$ cat src/common/ssc_pkg.sv
// shared constants and types for the stepper settings and chopper block
package ssc_pkg;
   localparam int unsigned CLK_HZ = 50000000;
   localparam int unsigned CHOP_FAST_HZ = 400000;
   localparam int unsigned CHOP_SLOW_HZ = 200000;
   localparam int unsigned CHOP_FAST_CYC = CLK_HZ / CHOP_FAST_HZ;
   localparam int unsigned CHOP_SLOW_CYC = CLK_HZ / CHOP_SLOW_HZ;
   localparam int unsigned CHOP_CNT_W = 9;
   localparam int unsigned FORCED_CYC_DEF = 10;
   localparam int unsigned SLOW_CYC_DEF = 40;
   localparam int unsigned POS_W = 8;
   localparam int unsigned STEPS_PER_FULL = 64;
   localparam int unsigned BITS_PER_BYTE = 8;
   // setting byte: [7:5] selects the setting, [3:0] carries its value
   localparam int unsigned SEL_MSB = 7;
   localparam int unsigned SEL_LSB = 5;
   localparam int unsigned VAL_MSB = 3;
   localparam logic [2:0] SEL_HOLD = 3'h0;
   localparam logic [2:0] SEL_CNT_RESET = 3'h1;
   localparam logic [2:0] SEL_DIVIDER = 3'h2;
   localparam logic [2:0] SEL_REF_12 = 3'h3;
   localparam logic [2:0] SEL_REF_34 = 3'h4;
   localparam logic [2:0] SEL_CHOP_FREQ = 3'h5;
   localparam logic [3:0] REF_CODE_RST = 4'h0;
   localparam logic [1:0] DIV_RST = 2'h0;
   localparam logic [7:0] REF_TOP_MV = 8'hC8;
   localparam logic [7:0] REF_STEP_MV = 8'h0A;

   typedef enum logic [1:0] {
      CH_FORCED,
      CH_CHARGE,
      CH_SLOW,
      CH_FAST
   } ssc_chop_e;

   // reference voltage in millivolts for a 4-bit setpoint code
   function automatic logic [7:0] ssc_ref_mv(input logic [3:0] code);
      logic [7:0] drop;
      drop = 8'(code) * REF_STEP_MV;
      return REF_TOP_MV - drop;
   endfunction
endpackage

$ cat src/rtl/ssc_byte_rx.sv
// serial byte receiver: shifts data on clock rises, flags each complete byte
`timescale 1ns/1ps
`default_nettype none
module ssc_byte_rx import ssc_pkg::*; (
   input wire logic clock,
   input wire logic reset,
   input wire logic frameStart,
   input wire logic sclRise,
   input wire logic sdaIn,
   output logic [7:0] rxByte,
   output logic rxDone
);
   typedef struct packed {
      logic [6:0] shift;
      logic [3:0] bitCount;
      logic [7:0] data;
      logic done;
   } ssc_rx_s;

   ssc_rx_s state;
   ssc_rx_s next_state;

   always_comb begin
      next_state = state;
      next_state.done = 1'b0;
      if (frameStart) begin
         next_state.bitCount = 4'h0;
      end else if (sclRise) begin
         // ninth rise is the acknowledge slot and carries no data
         if (state.bitCount == 4'(BITS_PER_BYTE)) begin
            next_state.bitCount = 4'h0;
         end else if (state.bitCount == 4'(BITS_PER_BYTE - 1)) begin
            next_state.data = {state.shift, sdaIn};
            next_state.done = 1'b1;
            next_state.bitCount = 4'(BITS_PER_BYTE);
         end else begin
            next_state.shift = {state.shift[5:0], sdaIn};
            next_state.bitCount = state.bitCount + 4'h1;
         end
      end
   end

   always_ff @(posedge clock) begin
      if (reset) begin
         state <= '0;
      end else begin
         state <= next_state;
      end
   end

   assign rxByte = state.data;
   assign rxDone = state.done;
endmodule
`default_nettype wire

$ cat src/rtl/ssc_stepper_chopper.sv
// settings decode, step clock hold and divide, micro-step position, chopper
`timescale 1ns/1ps
`default_nettype none
// How it works
// - Writing hold freezes the internal step clock at the level the outside step clock had then.
// - While held the position counter does not move whatever the step clock does.
// - Hold set and clear both apply at the byte's eighth data clock rise.
// - Counter reset active puts the position back to the initial position at that rise.
// - After release, counting resumes on the first step clock rise that follows.
// - The position counts 256 steps per cycle, one step being 1/64 of a full step.
// - The step clock divider offers divide by 1, 2, 4 or 8.
// - A new ratio is taken at that rise and used from the next step clock edge.
// - The 4-bit reference code maps 0 to 0.200 V down to 15 at 0.050 V in 0.010 V steps.
// - Channels 1/2 and channels 3/4 each keep their own reference code.
// - A new reference code applies at the byte's eighth data clock rise.
// - Each chopping period starts in charge with a forced-charge interval comparing current.
// - If current was below setpoint in forced charge, charge until reached, then slow, then fast.
// - If current never was below setpoint in forced charge, fast decay to period end.
// - A chopping frequency change applies at the byte's eighth data clock rise.
module ssc_stepper_chopper import ssc_pkg::*; #(
   parameter int unsigned FORCED_CYC = FORCED_CYC_DEF,
   parameter int unsigned SLOW_CYC = SLOW_CYC_DEF
) (
   input wire logic clock,
   input wire logic reset,
   input wire logic frameStart,
   input wire logic sclRise,
   input wire logic sdaIn,
   input wire logic stepClkIn,
   input wire logic coilBelowSetpoint,
   output logic internalStepClk,
   output logic holdActive,
   output logic counterResetActive,
   output logic [1:0] divRatioSel,
   output logic [POS_W-1:0] position,
   output logic [3:0] currentSetpoint12,
   output logic [3:0] currentSetpoint34,
   output logic [7:0] setpointMv12,
   output logic [7:0] setpointMv34,
   output logic chopFreqSlow,
   output logic chargeOn,
   output logic slowDecayOn,
   output logic fastDecayOn
);
   // zero lengths would underflow the phase compare; fast decay needs room too
   if (FORCED_CYC < 1 || SLOW_CYC < 1 || FORCED_CYC + SLOW_CYC >= CHOP_FAST_CYC) begin
      $error("forced and slow lengths must fit inside the shorter chopping period");
   end

   typedef struct packed {
      logic hold;
      logic heldLevel;
      logic cntReset;
      logic [1:0] divSel;
      logic [2:0] divCount;
      logic prevClk;
      logic [POS_W-1:0] pos;
      logic [3:0] ref12;
      logic [3:0] ref34;
      logic [7:0] mv12;
      logic [7:0] mv34;
      logic freqSlow;
      logic [CHOP_CNT_W-1:0] chopCount;
      logic [CHOP_CNT_W-1:0] phaseCount;
      logic sawBelow;
      ssc_chop_e chop;
   } ssc_state_s;

   ssc_state_s state;
   ssc_state_s next_state;
   logic [7:0] rxByte;
   logic rxDone;
   logic [2:0] rxSel;
   logic [3:0] rxVal;
   logic clkNow;
   logic clkRise;
   logic [2:0] divLast;
   logic [CHOP_CNT_W-1:0] periodLast;
   logic periodEnd;

   ssc_byte_rx ssc_byte_rx_i (
      .clock(clock),
      .reset(reset),
      .frameStart(frameStart),
      .sclRise(sclRise),
      .sdaIn(sdaIn),
      .rxByte(rxByte),
      .rxDone(rxDone)
   );

   assign rxSel = rxByte[SEL_MSB:SEL_LSB];
   assign rxVal = rxByte[VAL_MSB:0];
   // frozen level while held, live step clock otherwise
   assign clkNow = state.hold ? state.heldLevel : stepClkIn;
   assign clkRise = clkNow && !state.prevClk;
   // divide ratio 2^sel, counted as last index 2^sel - 1
   assign divLast = 3'((4'h1 << state.divSel) - 4'h1);
   assign periodLast = state.freqSlow ? CHOP_CNT_W'(CHOP_SLOW_CYC - 1)
                                      : CHOP_CNT_W'(CHOP_FAST_CYC - 1);
   // slow to fast switch may find the count already past the new end
   assign periodEnd = (state.chopCount >= periodLast);

   always_comb begin
      next_state = state;
      next_state.prevClk = clkNow;
      next_state.mv12 = ssc_ref_mv(state.ref12);
      next_state.mv34 = ssc_ref_mv(state.ref34);

      // step clock divide and position advance
      if (state.cntReset) begin
         next_state.pos = '0;
         next_state.divCount = 3'h0;
      end else if (clkRise && !state.hold) begin
         if (state.divCount >= divLast) begin
            next_state.divCount = 3'h0;
            next_state.pos = state.pos + POS_W'(1);
         end else begin
            next_state.divCount = state.divCount + 3'h1;
         end
      end

      // settings land on the byte that completes them
      if (rxDone) begin
         case (rxSel)
            SEL_HOLD: begin
               next_state.hold = rxVal[0];
               if (rxVal[0] && !state.hold) begin
                  next_state.heldLevel = stepClkIn;
               end
            end
            SEL_CNT_RESET: begin
               next_state.cntReset = rxVal[0];
               if (rxVal[0]) begin
                  next_state.pos = '0;
                  next_state.divCount = 3'h0;
               end
            end
            SEL_DIVIDER: begin
               // restart the divide so the new ratio counts from the next edge
               next_state.divSel = rxVal[1:0];
               next_state.divCount = 3'h0;
            end
            SEL_REF_12: begin
               next_state.ref12 = rxVal;
            end
            SEL_REF_34: begin
               next_state.ref34 = rxVal;
            end
            SEL_CHOP_FREQ: begin
               next_state.freqSlow = rxVal[0];
            end
            default: begin
            end
         endcase
      end

      // chopper
      if (periodEnd) begin
         next_state.chopCount = '0;
      end else begin
         next_state.chopCount = state.chopCount + CHOP_CNT_W'(1);
      end
      next_state.phaseCount = state.phaseCount + CHOP_CNT_W'(1);
      if (periodEnd) begin
         next_state.chop = CH_FORCED;
         next_state.phaseCount = '0;
         next_state.sawBelow = 1'b0;
      end else begin
         case (state.chop)
            CH_FORCED: begin
               if (coilBelowSetpoint) begin
                  next_state.sawBelow = 1'b1;
               end
               if (state.phaseCount == CHOP_CNT_W'(FORCED_CYC - 1)) begin
                  next_state.phaseCount = '0;
                  if (state.sawBelow || coilBelowSetpoint) begin
                     next_state.chop = CH_CHARGE;
                  end else begin
                     next_state.chop = CH_FAST;
                  end
               end
            end
            CH_CHARGE: begin
               if (!coilBelowSetpoint) begin
                  next_state.chop = CH_SLOW;
                  next_state.phaseCount = '0;
               end
            end
            CH_SLOW: begin
               if (state.phaseCount == CHOP_CNT_W'(SLOW_CYC - 1)) begin
                  next_state.chop = CH_FAST;
               end
            end
            CH_FAST: begin
               // stays until the period wraps
               next_state.chop = CH_FAST;
            end
            default: begin
               next_state.chop = CH_FORCED;
            end
         endcase
      end
   end

   always_ff @(posedge clock) begin
      if (reset) begin
         state <= '{
            hold: 1'b0,
            heldLevel: 1'b0,
            cntReset: 1'b0,
            divSel: DIV_RST,
            divCount: 3'h0,
            prevClk: 1'b0,
            pos: '0,
            ref12: REF_CODE_RST,
            ref34: REF_CODE_RST,
            mv12: REF_TOP_MV,
            mv34: REF_TOP_MV,
            freqSlow: 1'b0,
            chopCount: '0,
            phaseCount: '0,
            sawBelow: 1'b0,
            chop: CH_FORCED
         };
      end else begin
         state <= next_state;
      end
   end

   assign internalStepClk = state.prevClk;
   assign holdActive = state.hold;
   assign counterResetActive = state.cntReset;
   assign divRatioSel = state.divSel;
   assign position = state.pos;
   assign currentSetpoint12 = state.ref12;
   assign currentSetpoint34 = state.ref34;
   assign setpointMv12 = state.mv12;
   assign setpointMv34 = state.mv34;
   assign chopFreqSlow = state.freqSlow;
   assign chargeOn = (state.chop == CH_FORCED) || (state.chop == CH_CHARGE);
   assign slowDecayOn = (state.chop == CH_SLOW);
   assign fastDecayOn = (state.chop == CH_FAST);
endmodule
`default_nettype wire

$ cat config.mk
export PLATFORM = sky130hd
export DESIGN_NAME = ssc_stepper_chopper
export DESIGN_NICKNAME = d
export VERILOG_FILES = /design/src/common/ssc_pkg.sv /design/src/rtl/ssc_byte_rx.sv /design/src/rtl/ssc_stepper_chopper.sv
export SDC_FILE = /design/constraint.sdc
export NUM_CORES = 1
export LEC_CHECK = 0
export BUFFER_PORTS_ARGS = -buffer_cell sky130_fd_sc_hd__buf_4
export CAP_MARGIN = 20
export CORE_ASPECT_RATIO = 1.25
export CORE_MARGIN = 4
export CORE_UTILIZATION = 52
export CTS_CLUSTER_SIZE = 40
export DETAILED_ROUTE_END_ITERATION = 10
export PLACE_DENSITY = 0.81
export SYNTH_ARGS = -nofsm -noshare
export SYNTH_HDL_FRONTEND = slang
export SYNTH_HIERARCHICAL = 1
export SYNTH_SLANG_ARGS = --single-unit
$ cat constraint.sdc
create_clock -name clock -period 3.1 [get_ports clock]
set_input_delay 0.155 -clock clock [delete_from_list [all_inputs] [get_ports clock]]
set_output_delay 0.155 -clock clock [all_outputs]
set_load 0.01 [all_outputs]
Word level (Yosys, flattened, before mapping)
Index checks and enable logic that the tools add are counted.
{"block": "classes", "eq_ne": 15, "n_div": 0, "n_addsub": 8, "n_bitwise": 4, "shifts": 1, "order_cmp": 2, "muxes": 27, "n_reduce_logical": 23, "n_mul": 2}
{"op": "$mux W8", "n": 6}
{"op": "$add A9 B1 Y9 const B", "n": 2}
{"op": "$mux W9", "n": 2}
{"op": "$pmux W9 S2", "n": 1}
{"op": "$mux W16", "n": 1}
{"op": "$mux W4", "n": 4}
{"op": "$sub A8 B8 Y8 const A", "n": 2}
{"op": "$mux W3", "n": 5}
{"op": "$mul A4 B3 Y7 const B", "n": 2}
{"op": "$reduce_and A2 Y1", "n": 7}
{"op": "$eq A9 B4 Y1 const B", "n": 1}
{"op": "$eq A9 B6 Y1 const B", "n": 1}
{"op": "$ge A9 B8 Y1", "n": 1}
{"op": "$add A8 B1 Y8 const B", "n": 1}
{"op": "$mux W2", "n": 4}
{"op": "$pmux W2 S4", "n": 1}
{"op": "$reduce_and A4 Y1", "n": 2}
{"op": "$eq A3 B2 Y1 const B", "n": 2}
{"op": "$eq A3 B3 Y1 const B", "n": 2}
{"op": "$pmux W3 S2", "n": 1}
{"op": "$reduce_and A3 Y1", "n": 2}
{"op": "$add A4 B1 Y4 const B", "n": 1}
{"op": "$eq A2 B2 Y1 const B", "n": 2}
{"op": "$eq A4 B3 Y1 const B", "n": 1}
{"op": "other kinds (18)", "n": 28}
{"block": "totals", "ramBits": 0, "reg_bits": 83, "output_inout_bits": 41, "latch_bits": 0, "n_memories": 0, "mem_bits_ro": 0, "word_cells": 102}

Depth between registers and ports, before layout
{"block": "logic_depth", "word_depth": 9, "ltp_mapped": 8}

Cells and area by module
Netlist, hierarchy kept.
{"module": "ssc_stepper_chopper", "n_inst": 1, "seq_area_each_um2": 1221.2, "area_per_inst_um2": 3138.0, "cells_each": 349}
{"module": "ssc_byte_rx", "n_inst": 1, "seq_area_each_um2": 400.4, "area_per_inst_um2": 924.6, "cells_each": 100}

Worst setup path after synthesis
Ideal clock, no wire load.
{"block": "synth_timing", "path_type": "reg-to-reg", "startpoint": "register state, in the netlist divRatioSel[0]", "endpoint": "register state[57] (netlist name)", "arrival_time_ns": 1.847, "n_path_buf": 2, "setup_time_ns": 0.074, "slack_ns": 1.179, "path_stages_with_launch": 9, "synth_period_minus_slack_ns": 1.921, "t_required_ns": 3.026, "path_cell_list": "dfxtp_1 or2_2 ha_1 nand2b_1 a31oi_1 buf_2 clkbuf_1 nand4b_1 a31oi_1"}
{"block": "synth_via", "elab_chain_cells": 9}
{"element": "start, declared", "line": "ssc_stepper_chopper.sv:69", "rtl": "ssc_state_s state;"}
{"element": "start signal, assigned", "line": "ssc_stepper_chopper.sv:207", "rtl": "state <= '{"}
{"element": "start signal, assigned", "line": "ssc_stepper_chopper.sv:226", "rtl": "state <= next_state;"}
{"element": "$shl A1 B2 Y3 *", "line": "ssc_stepper_chopper.sv:97", "rtl": "assign divLast = 3'((4'h1 << state.divSel) - 4'h1);"}
{"element": "$sub A3 B1 Y3 *", "line": "ssc_stepper_chopper.sv:97"}
{"element": "$ge A3 B3 Y1 *", "line": "ssc_stepper_chopper.sv:114", "rtl": "if (state.divCount >= divLast) begin"}
{"element": "$mux W3 *", "line": "ssc_stepper_chopper.sv:114"}
{"element": "$mux W3 *", "line": "ssc_stepper_chopper.sv:113", "rtl": "end else if (clkRise && !state.hold) begin"}
{"element": "$mux W3 *", "line": "ssc_stepper_chopper.sv:110", "rtl": "if (state.cntReset) begin"}
{"element": "$mux W3", "line": "ssc_stepper_chopper.sv:133", "rtl": "if (rxVal[0]) begin"}
{"element": "$pmux W3 S2", "line": "ssc_stepper_chopper.sv:124", "rtl": "case (rxSel)"}
{"element": "$mux W3 *", "line": "ssc_stepper_chopper.sv:123", "rtl": "if (rxDone) begin"}
Every way passes the cells marked *; elsewhere a longest branch is shown, timed or not.
A chain may end at the register's enable or synchronous reset.

Worst setup path after layout
{"block": "layout_timing", "startpoint": "register state, in the netlist currentSetpoint12[3]", "endpoint": "register state, in the netlist setpointMv12[7]"}
{"block": "layout_via", "elab_chain_cells": 2}
{"element": "$mul A4 B3 Y7", "line": "ssc_pkg.sv:39", "rtl": "drop = 8'(code) * REF_STEP_MV;"}
{"element": "$sub A8 B8 Y8", "line": "ssc_pkg.sv:40", "rtl": "return REF_TOP_MV - drop;"}
No other way between the ends.

==> results.cfg <==
[worst_setup_path]
cp-startpoint = currentSetpoint12[3]
path_class = register to register
r2r_start = currentSetpoint12[3]
critPathCaptureType = register
ff2ff_setup_slack_ps = 1090
path_buf_inv = 0
crit_required_ps = 3350
critPathLaunchType = register
reg2regPathDepth = 7
crit_path_end = setpointMv12[7]
reg2reg_to = setpointMv12[7]
critPathTopFamily = adder cells
cpMostUsedCell = ha_1
worst-path-stages = 7
path_cells = ha_1 -> ha_1 -> fa_1 -> nor2_1 -> a21oi_1 -> xnor2_1 -> nand2b_1
critPathMaxFanout = 5
max_stage_delay_ps = 500
crit_slowest_cell = fa_1
arrival_ps = 2260

[sta]
rsz0062_at_grt = no
period_needed_ps = 2010
fmax_mhz = 497
timing.final.max_slew_violations = 0
timing.final.crit_share_pct = 64.9
finalSetupTns_ps = 0
slew_headroom_pct = 62.4
tightest_slew_ps = 557
clock_skew_ps = 8.73
hold_viol = 0
finalSetupViolCount = 0

[placement]
placed_area_sq_mm = 0.00411
place_hpwl_mm = 4.99
dp_cells = 528
port_buffers = 45
place.gp.congestion = 0.837

[detailed_routing]
wirelength_mm = 6.91
avgRoutedWirePerCell_microns = 12.7
vias = 2935
dr.pass1.iters = 4
ant_nets = 0
drt_iter0_drc = 95
vias_per_cell = 5.40
drc = 0

[pwr]
seqPwrFrac_pct = 56.6
combPwrFrac_pct = 4.1
p_leak_nw = 1.74
vdd_drop_max_uv = 239
power.share.clock_pct = 39.2
sw_frac_of_total_pct = 24.0
internal-power_mw = 1.41
power_density_mw_per_mm2 = 432
p_switching_mw = 0.445

[die]
start_util_pct = 54.0
dieArea_sq_mm = 0.00921
fp-row-count = 35
die_w_microns = 86.6
io_pins = 48
die_h_microns = 106
core_region_area_sq_mm = 0.00744

[clocking]
cts_resized = 0
numCtsBuffers = 9
clockBufferDepth = 2
clk_latency_ps = 350
cts.sinks = 80
ctsRootBufferMaster = clkbuf_8
tritoncts = yes
path_clk_slew_ps = 80
post_cts_buffers = 0
h-tree-depth = 3
postCtsHoldBufs = 0

[hold_path]
min_path_cells = 3
hp-class = input port to register

[global_routing]
grt_pass1_wl_mm = 11.4
grt_pass1_vias = 2701
track_usage_pct = 15.2
antenna_found_initial = 0
grt_max_degree = 50
grt.overflow.total = 0

[final_layout]
syn_to_final_growth_pct = 7.00
diodes = 0
final_core_util_pct = 57.8
fin_nets = 479
postLayoutCellArea_sq_mm = 0.00430
stdcell_count = 544
drive_gt1_share_pct = 15.5

[yosys]
synthesis.area_sq_mm = 0.00402
syn_inst = 444
synth_warnings = 6
synth_area_per_cell_sq_um = 9.05

[status]
outcome = finished, final reports clean

[flow_run]
drv_cap = 0
metal layers:
layer / GRT usage [%] / routed length, microns
met5: 0 / 0
met4: 6.24 / 95
met3: 5.35 / 309
met2: 26.6 / 3480
met1: 16.5 / 3030
per-stage QoR:
step	hold WS [ps]	setup slack (ps)	power [mW]
after floorplan	293	1180	1.14
after global placement	412	1230	1.15
after detailed placement	421	1090	1.15
after CTS	39.1	1080	1.88
after global routing	51.2	962	1.94
final	55.2	1090	1.86
power by group through the flow:
stage	clock, mW	combinational, mW	sequential (mW)
global placement	0	0.0755	1.08
detailed placement	0	0.0777	1.08
CTS	0.756	0.0777	1.05
floorplan	0	0.0636	1.07
finish	0.728	0.0770	1.05
global route	0.800	0.0869	1.05
worst min-delay path by stage:
| stage | start | to |
|---|---|---|
| floorplan | coilBelowSetpoint | state[2] |
| global placement | stepClkIn | internalStepClk |
| detailed placement | stepClkIn | internalStepClk |
| CTS | stepClkIn | internalStepClk |
| global route | coilBelowSetpoint | state[2] |
| finish | stepClkIn | internalStepClk |
worst reg2reg max path, cell delays in order, from the launching register on:
cell and delay [ps]:
dfxtp_1 420, ha_1 280, ha_1 230, fa_1 500
nor2_1 70, a21oi_1 200, xnor2_1 140, nand2b_1 70
area by class of cell:
type | instances | area (sq um)
Clock buffer | 11 | 151
Tap cell | 92 | 115
Fill cell | 653 | 3140
Sequential cell | 80 | 1600
Multi-Input combinational cell | 290 | 1970
Timing Repair Buffer | 48 | 360
Inverter | 18 | 67.6
Clock inverter | 5 | 38.8
sequential cells by signal, summed over array words and instances (netlist names), 2 cells and up:
| register | flops |
|---|---|
| divRatioSel | 2 |
| ssc_byte_rx_i/state | 11 |
| currentSetpoint12 | 4 |
| currentSetpoint34 | 4 |
| setpointMv34 | 7 |
| setpointMv12 | 7 |
| state | 25 |
| position | 8 |
| ssc_byte_rx_i/rxByte | 7 |
layout by cell type, fill, tap and decap left out, types with 3 or more instances in the layout:
cell,instances
dfxtp_1,80
nor2_1,52
buf_4,48
a21oi_1,27
ha_1,23
nand3_1,20
nand2b_1,20
mux2i_1,18
inv_1,17
o21ai_0,15
nand2_1,14
xnor2_1,14
clkbuf_8,11
nor3_1,6
nand3b_1,6
nand4_1,6
xor2_1,5
a21boi_0,4
or3_1,4
o31ai_1,4
or4_1,4
a21o_1,3
a31oi_1,3
nand4b_1,3
nor4bb_1,3
Note: power is estimated with default switching activity, not from simulation.
